[src/rtl/wdu_pkg.sv]
// Shared constants and carrier types of the watchdog timer unit
`default_nettype none

package wdu_pkg;

    // Register byte offsets on the Wishbone slave
    localparam int              ADDR_W        = 5;
    localparam logic [4:0]      OFF_CTRL      = 5'h00;
    localparam logic [4:0]      OFF_IRQ_STAT  = 5'h04;
    localparam logic [4:0]      OFF_IRQ_CLR   = 5'h08;
    localparam logic [4:0]      OFF_IRQ_EN    = 5'h0c;
    localparam logic [4:0]      OFF_STATE     = 5'h10;

    // Control register layout
    localparam int              SWEN_BIT      = 0;
    localparam int              PS_LSB        = 1;
    localparam int              PS_W          = 5;
    localparam logic [4:0]      PS_RESET      = 5'h0b;
    localparam logic [4:0]      PS_MAX_CODE   = 5'h12;
    localparam logic [4:0]      PS_MIN_CODE   = 5'h00;
    localparam logic [4:0]      RATIO_OFFSET  = 5'h05;
    localparam logic            SWEN_RESET    = 1'h0;

    // Counter of slow oscillator ticks, wide enough for 1:2^23
    localparam int              CNT_W         = 23;

    // Slow oscillator and nominal base tick
    localparam int              OSC_FREQ_HZ   = 31000;
    localparam int              BASE_TICK_US  = 1000;

    // Mode configuration codes
    localparam logic [1:0]      MODE_ALWAYS_ON    = 2'h3;
    localparam logic [1:0]      MODE_OFF_IN_SLEEP = 2'h2;
    localparam logic [1:0]      MODE_SOFTWARE     = 2'h1;
    localparam logic [1:0]      MODE_ALWAYS_OFF   = 2'h0;

    // Interrupt status bits
    localparam int              IRQ_W         = 2;
    localparam int              IRQ_TIMEOUT   = 0;
    localparam int              IRQ_WAKE      = 1;

    // State register bits
    localparam int              ST_ACTIVE     = 0;
    localparam int              ST_TO         = 1;
    localparam int              ST_PD         = 2;
    localparam int              ST_SLEEP      = 3;

    typedef struct packed {
        logic [PS_W-1:0] periodSelect;
        logic            softEnable;
    } wdu_ctrl_t;

    typedef struct packed {
        logic clearDog;
        logic sleepEnter;
        logic wakeIrq;
    } wdu_cpu_evt_t;

    typedef struct packed {
        logic tick;
        logic fail;
        logic startupRunning;
    } wdu_osc_t;

endpackage

`default_nettype wire

[src/rtl/wdu_counter.sv]
// Watchdog tick counter with terminal compare
`default_nettype none

module wdu_counter #(
    parameter int W = 23
) (
    // Clock and reset
    input  wire logic         clk,
    input  wire logic         sys_rst,
    // Control
    input  wire logic         clear,
    input  wire logic         tick,
    input  wire logic [W-1:0] limit,
    // Result
    output var  logic [W-1:0] count,
    output var  logic         hit
);

    logic [W-1:0] count_q;

    assign count = count_q;
    assign hit   = tick && !clear && (count_q == limit);

    // Restart from zero after a hit
    always_ff @(posedge clk) begin
        if (sys_rst || clear) begin
            count_q <= '0;
        end else if (hit) begin
            count_q <= '0;
        end else if (tick) begin
            count_q <= count_q + 1'b1;
        end
    end

endmodule

`default_nettype wire

[src/rtl/wdu_irq_bank.sv]
// Sticky event status, enable mask and level interrupt
`default_nettype none

module wdu_irq_bank #(
    parameter int N = 2
) (
    // Clock and reset
    input  wire logic         clk,
    input  wire logic         sys_rst,
    // Events
    input  wire logic [N-1:0] events,
    // Software access
    input  wire logic         clrWe,
    input  wire logic         enWe,
    input  wire logic [N-1:0] wrData,
    // State
    output var  logic [N-1:0] status,
    output var  logic [N-1:0] enable,
    output var  logic         irq
);

    logic [N-1:0] status_q;
    logic [N-1:0] status_d;
    logic [N-1:0] enable_q;
    logic         irq_q;

    // Set wins over a clear in the same cycle
    always_comb begin
        status_d = status_q;
        if (clrWe) begin
            status_d = status_d & ~wrData;
        end
        status_d = status_d | events;
    end

    always_ff @(posedge clk) begin
        if (sys_rst) begin
            status_q <= '0;
        end else begin
            status_q <= status_d;
        end
    end

    always_ff @(posedge clk) begin
        if (sys_rst) begin
            enable_q <= '0;
        end else if (enWe) begin
            enable_q <= wrData;
        end
    end

    always_ff @(posedge clk) begin
        if (sys_rst) begin
            irq_q <= 1'b0;
        end else begin
            irq_q <= |(status_d & enable_q);
        end
    end

    assign status = status_q;
    assign enable = enable_q;
    assign irq    = irq_q;

endmodule

`default_nettype wire

[src/rtl/wdu_top.sv]
// Watchdog timer unit: modes, clearing, time-out and Wishbone registers
`default_nettype none

// Contract
// - Counter advances on ticks of the slow internal oscillator, 1 ms base.
// - Active watchdog not cleared before time-out resets the device.
// - Mode 11 keeps the watchdog active always, Sleep included.
// - Mode 10 is active when awake, disabled in Sleep.
// - Mode 01 follows the soft enable bit; Sleep does not change it.
// - Mode 00 disables the watchdog and ignores the soft enable bit.
// - Five-bit period select sets 32 ms to about 8389 s (2^5 to 2^23 ticks); resets to code 11, about 65.5 s.
// - Counter clears on reset, clear instruction, Sleep, wake, failures, disable.
// - Sleep entry clears the counter; enabled counting resumes from zero.
// - Sleep exit clears the counter and holds it during start-up timer.
// - Time-out in Sleep wakes device and updates timeout and powerdown flags.
// - Mode 01 with soft enable 0 clears and disables the counter.
// - Clock switches and divider changes leave the counter untouched.
// - Period code n up to 18 selects prescale ratio 1:2^(n+5); codes above 18 select 1:32.
module wdu_top (
    // Clock and reset
    input  wire logic                        clk,
    input  wire logic                        sys_rst,
    // Wishbone slave
    input  wire logic                        wb_cyc_i,
    input  wire logic                        wb_stb_i,
    input  wire logic                        wb_we_i,
    input  wire logic [wdu_pkg::ADDR_W-1:0]  wb_adr_i,
    input  wire logic [31:0]                 wb_dat_i,
    input  wire logic [3:0]                  wb_sel_i,
    output var  logic [31:0]                 wb_dat_o,
    output var  logic                        wb_ack_o,
    // Configuration word and device state
    input  wire logic [1:0]                  wdogModeConfig,
    input  wire logic                        sleepActive,
    // CPU events, one-cycle pulses
    input  wire wdu_pkg::wdu_cpu_evt_t       cpuEvt,
    // Slow oscillator status
    input  wire wdu_pkg::wdu_osc_t           oscStat,
    // Results
    output var  logic                        deviceReset,
    output var  logic                        wakeRequest,
    output var  logic                        timeoutFlag,
    output var  logic                        powerdownFlag,
    output var  logic                        irq
);

    // Control register and bus state
    wdu_pkg::wdu_ctrl_t            ctrl_q;
    logic                          ack_q;
    logic [31:0]                   rdData_q;
    logic [31:0]                   rdData_d;

    // Watchdog state
    logic                          sleep_q;
    logic                          active;
    logic                          sleepExit;
    logic                          cntClear;
    logic [wdu_pkg::PS_W-1:0]      effPs;
    logic [wdu_pkg::PS_W-1:0]      shamt;
    logic [wdu_pkg::CNT_W:0]       ratioWide;
    logic [wdu_pkg::CNT_W-1:0]     limit;
    logic                          hit;

    // Outputs and flags
    logic                          deviceReset_q;
    logic                          wakeRequest_q;
    logic                          timeoutFlag_q;
    logic                          powerdownFlag_q;

    // Bus decode
    logic                          busReq;
    logic                          wrLow;
    logic                          wrCtrl;
    logic                          wrIrqClr;
    logic                          wrIrqEn;
    logic                          addrHit;

    // Interrupt bank
    logic [wdu_pkg::IRQ_W-1:0]     irqEvents;
    logic [wdu_pkg::IRQ_W-1:0]     irqStatus;
    logic [wdu_pkg::IRQ_W-1:0]     irqEnable;
    logic                          irqLine;

    localparam logic [wdu_pkg::CNT_W:0] ONE_WIDE = {{wdu_pkg::CNT_W{1'b0}}, 1'b1};

    // ---------------------------------------------------------------
    // Wishbone slave: one wait state, ack for one cycle per request
    // ---------------------------------------------------------------
    assign busReq   = wb_cyc_i && wb_stb_i && !ack_q;
    assign wrLow    = busReq && wb_we_i && wb_sel_i[0];
    assign wrCtrl   = wrLow && (wb_adr_i == wdu_pkg::OFF_CTRL);
    assign wrIrqClr = wrLow && (wb_adr_i == wdu_pkg::OFF_IRQ_CLR);
    assign wrIrqEn  = wrLow && (wb_adr_i == wdu_pkg::OFF_IRQ_EN);

    always_ff @(posedge clk) begin
        if (sys_rst) begin
            ack_q <= 1'b0;
        end else begin
            ack_q <= busReq;
        end
    end

    // Read mux; unmapped and write-only locations read as zero
    always_comb begin
        rdData_d = '0;
        addrHit  = 1'b1;
        case (wb_adr_i)
            wdu_pkg::OFF_CTRL: begin
                rdData_d[wdu_pkg::SWEN_BIT] = ctrl_q.softEnable;
                rdData_d[wdu_pkg::PS_LSB +: wdu_pkg::PS_W] = ctrl_q.periodSelect;
            end
            wdu_pkg::OFF_IRQ_STAT: begin
                rdData_d[wdu_pkg::IRQ_W-1:0] = irqStatus;
            end
            wdu_pkg::OFF_IRQ_EN: begin
                rdData_d[wdu_pkg::IRQ_W-1:0] = irqEnable;
            end
            wdu_pkg::OFF_IRQ_CLR: begin
                rdData_d = '0;
            end
            wdu_pkg::OFF_STATE: begin
                rdData_d[wdu_pkg::ST_ACTIVE] = active;
                rdData_d[wdu_pkg::ST_TO]     = timeoutFlag_q;
                rdData_d[wdu_pkg::ST_PD]     = powerdownFlag_q;
                rdData_d[wdu_pkg::ST_SLEEP]  = sleep_q;
            end
            default: begin
                addrHit = 1'b0;
            end
        endcase
        if (!addrHit || wb_we_i) begin
            rdData_d = '0;
        end
    end

    always_ff @(posedge clk) begin
        if (sys_rst) begin
            rdData_q <= '0;
        end else if (busReq) begin
            rdData_q <= rdData_d;
        end else begin
            rdData_q <= '0;
        end
    end

    // ---------------------------------------------------------------
    // Control register: period select and soft enable
    // ---------------------------------------------------------------
    always_ff @(posedge clk) begin
        if (sys_rst) begin
            ctrl_q.periodSelect <= wdu_pkg::PS_RESET;
            ctrl_q.softEnable   <= wdu_pkg::SWEN_RESET;
        end else if (wrCtrl) begin
            ctrl_q.periodSelect <= wb_dat_i[wdu_pkg::PS_LSB +: wdu_pkg::PS_W];
            ctrl_q.softEnable   <= wb_dat_i[wdu_pkg::SWEN_BIT];
        end
    end

    // ---------------------------------------------------------------
    // Operating mode
    // ---------------------------------------------------------------
    always_comb begin
        case (wdogModeConfig)
            wdu_pkg::MODE_ALWAYS_ON: begin
                active = 1'b1;
            end
            wdu_pkg::MODE_OFF_IN_SLEEP: begin
                active = !sleepActive;
            end
            wdu_pkg::MODE_SOFTWARE: begin
                active = ctrl_q.softEnable;
            end
            wdu_pkg::MODE_ALWAYS_OFF: begin
                active = 1'b0;
            end
            default: begin
                active = 1'b0;
            end
        endcase
    end

    // Sleep level tracked to find the exit edge
    always_ff @(posedge clk) begin
        if (sys_rst) begin
            sleep_q <= 1'b0;
        end else begin
            sleep_q <= sleepActive;
        end
    end

    assign sleepExit = sleep_q && !sleepActive;

    // ---------------------------------------------------------------
    // Clearing; no clock-switch input exists so those leave it alone
    // ---------------------------------------------------------------
    assign cntClear = cpuEvt.clearDog
                   || cpuEvt.sleepEnter
                   || cpuEvt.wakeIrq
                   || sleepExit
                   || oscStat.startupRunning
                   || oscStat.fail
                   || !active;

    // ---------------------------------------------------------------
    // Prescale ratio from period select
    // ---------------------------------------------------------------
    always_comb begin
        if (ctrl_q.periodSelect > wdu_pkg::PS_MAX_CODE) begin
            effPs = wdu_pkg::PS_MIN_CODE;
        end else begin
            effPs = ctrl_q.periodSelect;
        end
        shamt     = effPs + wdu_pkg::RATIO_OFFSET;
        ratioWide = (ONE_WIDE << shamt) - ONE_WIDE;
        limit     = ratioWide[wdu_pkg::CNT_W-1:0];
    end

    wdu_counter #(
        .W      (wdu_pkg::CNT_W)
    ) u_counter (
        .clk    (clk),
        .sys_rst(sys_rst),
        .clear  (cntClear),
        .tick   (oscStat.tick),
        .limit  (limit),
        .count  (),
        .hit    (hit)
    );

    // ---------------------------------------------------------------
    // Time-out: reset when awake, wake when asleep
    // ---------------------------------------------------------------
    always_ff @(posedge clk) begin
        if (sys_rst) begin
            deviceReset_q <= 1'b0;
        end else begin
            deviceReset_q <= hit && !sleepActive;
        end
    end

    always_ff @(posedge clk) begin
        if (sys_rst) begin
            wakeRequest_q <= 1'b0;
        end else begin
            wakeRequest_q <= hit && sleepActive;
        end
    end

    // Status flags are high-true "not timed out" and "not powered down"
    always_ff @(posedge clk) begin
        if (sys_rst) begin
            timeoutFlag_q <= 1'b1;
        end else if (hit) begin
            timeoutFlag_q <= 1'b0;
        end else if (cpuEvt.clearDog || cpuEvt.sleepEnter) begin
            timeoutFlag_q <= 1'b1;
        end
    end

    always_ff @(posedge clk) begin
        if (sys_rst) begin
            powerdownFlag_q <= 1'b1;
        end else if (cpuEvt.sleepEnter || (hit && sleepActive)) begin
            powerdownFlag_q <= 1'b0;
        end else if (cpuEvt.clearDog) begin
            powerdownFlag_q <= 1'b1;
        end
    end

    // ---------------------------------------------------------------
    // Interrupts
    // ---------------------------------------------------------------
    always_comb begin
        irqEvents = '0;
        irqEvents[wdu_pkg::IRQ_TIMEOUT] = hit && !sleepActive;
        irqEvents[wdu_pkg::IRQ_WAKE]    = hit && sleepActive;
    end

    wdu_irq_bank #(
        .N      (wdu_pkg::IRQ_W)
    ) u_irq (
        .clk    (clk),
        .sys_rst(sys_rst),
        .events (irqEvents),
        .clrWe  (wrIrqClr),
        .enWe   (wrIrqEn),
        .wrData (wb_dat_i[wdu_pkg::IRQ_W-1:0]),
        .status (irqStatus),
        .enable (irqEnable),
        .irq    (irqLine)
    );

    // ---------------------------------------------------------------
    // Outputs, all from flip-flops
    // ---------------------------------------------------------------
    assign wb_ack_o      = ack_q;
    assign wb_dat_o      = rdData_q;
    assign deviceReset   = deviceReset_q;
    assign wakeRequest   = wakeRequest_q;
    assign timeoutFlag   = timeoutFlag_q;
    assign powerdownFlag = powerdownFlag_q;
    assign irq           = irqLine;

endmodule

`default_nettype wire

[config.mk]
export PLATFORM = sky130hd
export DESIGN_NAME = wdu_top
export DESIGN_NICKNAME = d
export VERILOG_FILES = /design/src/rtl/wdu_pkg.sv /design/src/rtl/wdu_counter.sv /design/src/rtl/wdu_irq_bank.sv /design/src/rtl/wdu_top.sv
export SDC_FILE = /design/constraint.sdc
export NUM_CORES = 1
export LEC_CHECK = 0
export BUFFER_PORTS_ARGS = -buffer_cell sky130_fd_sc_hd__buf_2
export CAP_MARGIN = 0
export CORE_AREA = 2 2 75 84
export CTS_BUF_LIST = sky130_fd_sc_hd__clkbuf_2 sky130_fd_sc_hd__clkbuf_4 sky130_fd_sc_hd__clkbuf_8
export DETAILED_ROUTE_END_ITERATION = 7
export DIE_AREA = 0 0 77 86
export GPL_ROUTABILITY_DRIVEN = 1
export PLACE_DENSITY = 0.89
export SYNTH_ARGS = -nofsm -noshare
export SYNTH_HDL_FRONTEND = slang
export SYNTH_SLANG_ARGS = --single-unit
[constraint.sdc]
create_clock -name clk -period 3.4 [get_ports clk]
set_clock_uncertainty 0.2 [all_clocks]
set_input_delay 0.85 -clock clk [delete_from_list [all_inputs] [get_ports clk]]
set_output_delay 0.85 -clock clk [all_outputs]
set_load 0.01 [all_outputs]
==> impl_metrics.ini <==
[final_layout]
final_nets = 436
num_antenna_cells = 0
area_growth_pct = 7.510
drive_above_1_share = 0.1873

[logic_synthesis]
ys_async_sr_fraction = 0
ys_top_cells_by_area = dfxtp_1 (31%), buf_4 (7.1%), xnor2_1 (5.6%), xor2_1 (5.3%), nor2_1 (5.0%)
synth_cell_types = 63
synth_ff_type = dfxtp_1
synth-seq-area-share = 0.3123
synthesis.instances = 352
yosysMostFrequentCell = dfxtp_1
ys_top_cells_by_count = dfxtp_1 (46), nor2_1 (39), buf_4 (28)
synth_area_leader_cell = dfxtp_1
synth.avg_cell_area_sq_um = 8.378
netlist_area_sq_um = 2949
synth-edff-count = 0
yosys_warnings = 0
netlist.area_leader.share = 0.3123
ys_ff_latch = 46

[cts]
cts.htree.levels = 2
clk_latency_ns = 0.31
cts-hold-fix-buffers = 0
numCtsBuffers = 5
tritoncts = yes
clock_tree.root_cell = clkbuf_8
path_clk_slew_ns = 0.08
cts.sinks = 46
postCtsSetupRepairBufs = 0
cts_resized = 0
cts_buffer_depth = 2

[grt]
grt_max_degree = 24
grt_use_total = 0.1940
grt_antenna_before_repair = 0
grt_pass1_wl_microns = 10540
grt.overflow.total = 0
grt_pass1_vias = 2410

[hold_path]
hp-class = reg2reg

[floorplan]
core_area_sq_um = 5733
die_area_sq_um = 6622
die_y_microns = 86
initial_utilization = 0.5144
die_x_microns = 77
num_rows = 29
ioPinCount = 93

[setup_path]
worst_ep_required_time_ns = 3.39
crit_path_top_delay_cell = dfxtp_1
crit_path_cell_trace = nand2b_1 -> or4_1 -> a21oi_1 -> a32oi_1 -> nor4_2 -> a311o_2 -> buf_12 -> nor2_1
cpPeakStageDelay_ns = 0.75
worstSetupStartpointType = flip-flop
critPathArrivalTime_ns = 3.14
crit_path_end_kind = flip-flop
path_buf_inv = 1
crit_fanout = 23
cp_top_family = simple AND/OR/NAND/NOR gates
crit_type = reg2reg

[job]
max-cap-violations = 0

[placed_design]
hpwl_microns = 4592
gp_congestion = 1.032
port_buffers = 37

[power]
power.density_nw_per_um2 = 324.6
leakagePower_nw = 1.188
p_int_mw = 0.8003
power.share.clock = 0.407
ir_worst_vdd_v = 0.0001459
switching_share = 0.2225
switching_power_mw = 0.2290
combPwrFrac = 0.066
p_seq_frac = 0.526

[drt]
ant_nets = 0
via_count = 2558
drc = 0
drtIter0Drc = 162
dr.pass1.iters = 4
routed_via_density = 5.610
wl_per_cell_microns = 13.93
wl_microns = 6352

[sta]
finalCriticalPeriod_ns = 3.149
rsz0062_at_grt = no
max_clock_freq_mhz = 317.5
hold_ws_ns = 0.2663
fin_crit_sh = 0.9262
finalSetupTns_ns = 0
slew_headroom = 0.5609
worst_pin_slew_ns = 0.6578
finalSetupViolCount = 0
slew_viol_final = 0
final-hold-violation-count = 0

[outcome]
status = complete, no violations
==> metal layers <==
metal  GRT usage  vias up  wire [microns]
met5           0        -               0
met4     0.09253        0             193
met3     0.03789       22             471
met2      0.3493      112            3103
met1      0.2208     1191            2582
li1            -     1233               -
==> logic make-up (layout without fill, tap and decap cells) <==
| logic type | after synthesis | in the layout | synth area share |
|---|---|---|---|
| AND/OR/NAND/NOR | 148 | 148 | 0.2703 |
| buffers and inverters | 52 | 53 | 0.1124 |
| AO/OA/AOI/OAI | 51 | 51 | 0.1366 |
| flip-flops | 46 | 46 | 0.3123 |
| XOR/XNOR | 37 | 37 | 0.1099 |
| multiplexers | 14 | 14 | 0.04752 |
| adder cells (fa/ha/maj) | 2 | 2 | 0.008484 |
| other | 2 | 28 | 0.002547 |
==> power groups by stage <==
stage                     logic, mW  clock network (mW)  registers (mW)
after floorplan              0.0664                   0           0.555
after global placement       0.0644                   0           0.555
after detailed placement     0.0657                   0           0.555
after CTS                    0.0659               0.421           0.542
after global routing         0.0758               0.443           0.543
final                        0.0684               0.419           0.542
==> final timing paths <==
check / startpoint / to / slack (ns) / depth (start not counted)
worst max register to register: ctrl_q[2] / u_counter.count[20] / 0.25 / 8
worst min register to register: wb_ack_o / wb_ack_o / 0.27 / 1
worst min-delay path: wb_ack_o / wb_ack_o / 0.27 / 1
worst max-delay path: ctrl_q[2] / u_counter.count[20] / 0.25 / 8
==> layout by cell type, fill, tap and decap left out, drive strengths merged, types with 3 or more instances in the layout <==
| cell | Yosys | layout |
|---|---|---|
| nor2 | 49 | 49 |
| dfxtp | 46 | 46 |
| buf | 35 | 41 |
| conb | 2 | 28 |
| xnor2 | 19 | 19 |
| nand2 | 19 | 19 |
| xor2 | 18 | 18 |
| mux2i | 14 | 14 |
| nand3 | 13 | 13 |
| nand4 | 13 | 13 |
| nor3 | 10 | 10 |
| a21oi | 10 | 10 |
| clkbuf | 12 | 6 |
| inv | 5 | 5 |
| nor2b | 5 | 5 |
| o21ai | 5 | 5 |
| a211o | 5 | 5 |
| and3 | 5 | 5 |
| nor4 | 5 | 5 |
| a21o | 4 | 4 |
| or3 | 4 | 4 |
| nand2b | 4 | 4 |
| nand3b | 4 | 4 |
| and2 | 4 | 4 |
| o22ai | 3 | 3 |
| or2 | 3 | 3 |
| a211oi | 3 | 3 |
==> through the flow <==
step	total power [mW]	cells	instance area (sq um)	util	worst slack, ns
3_5_place_dp	0.6205	449	3058	0.5334	0.1049
6_report	1.029	456	3171	0.5530	0.2508
2_1_floorplan	0.6212	378	3047	-	0.5067
3_3_place_gp	0.6190	449	3058	0.5334	0.1912
4_1_cts	1.029	456	3171	0.5530	0.3098
5_1_grt	1.062	456	3171	0.5530	0.09359
==> flip-flops by register name, summed over array words and instances, names as in the netlist <==
name             count
u_irq.enable         2
ctrl_q               6
u_counter.count     23
timeoutFlag          1
wb_ack_o             1
sleep_q              1
powerdownFlag        1
u_irq.status         2
wakeRequest          1
deviceReset          1
wb_dat_o             6
u_irq.irq            1
==> layout make-up <==
type	count	area, sq um
Inverter	5	18.77
Fill cell	506	2562
Clock buffer	6	82.58
Multi-Input combinational cell	280	1794
Timing Repair Buffer	41	227.7
Clock inverter	1	30.03
Sequential cell	46	920.9
Tap cell	77	96.34
No activity file was read; power rests on OpenSTA's default activity.
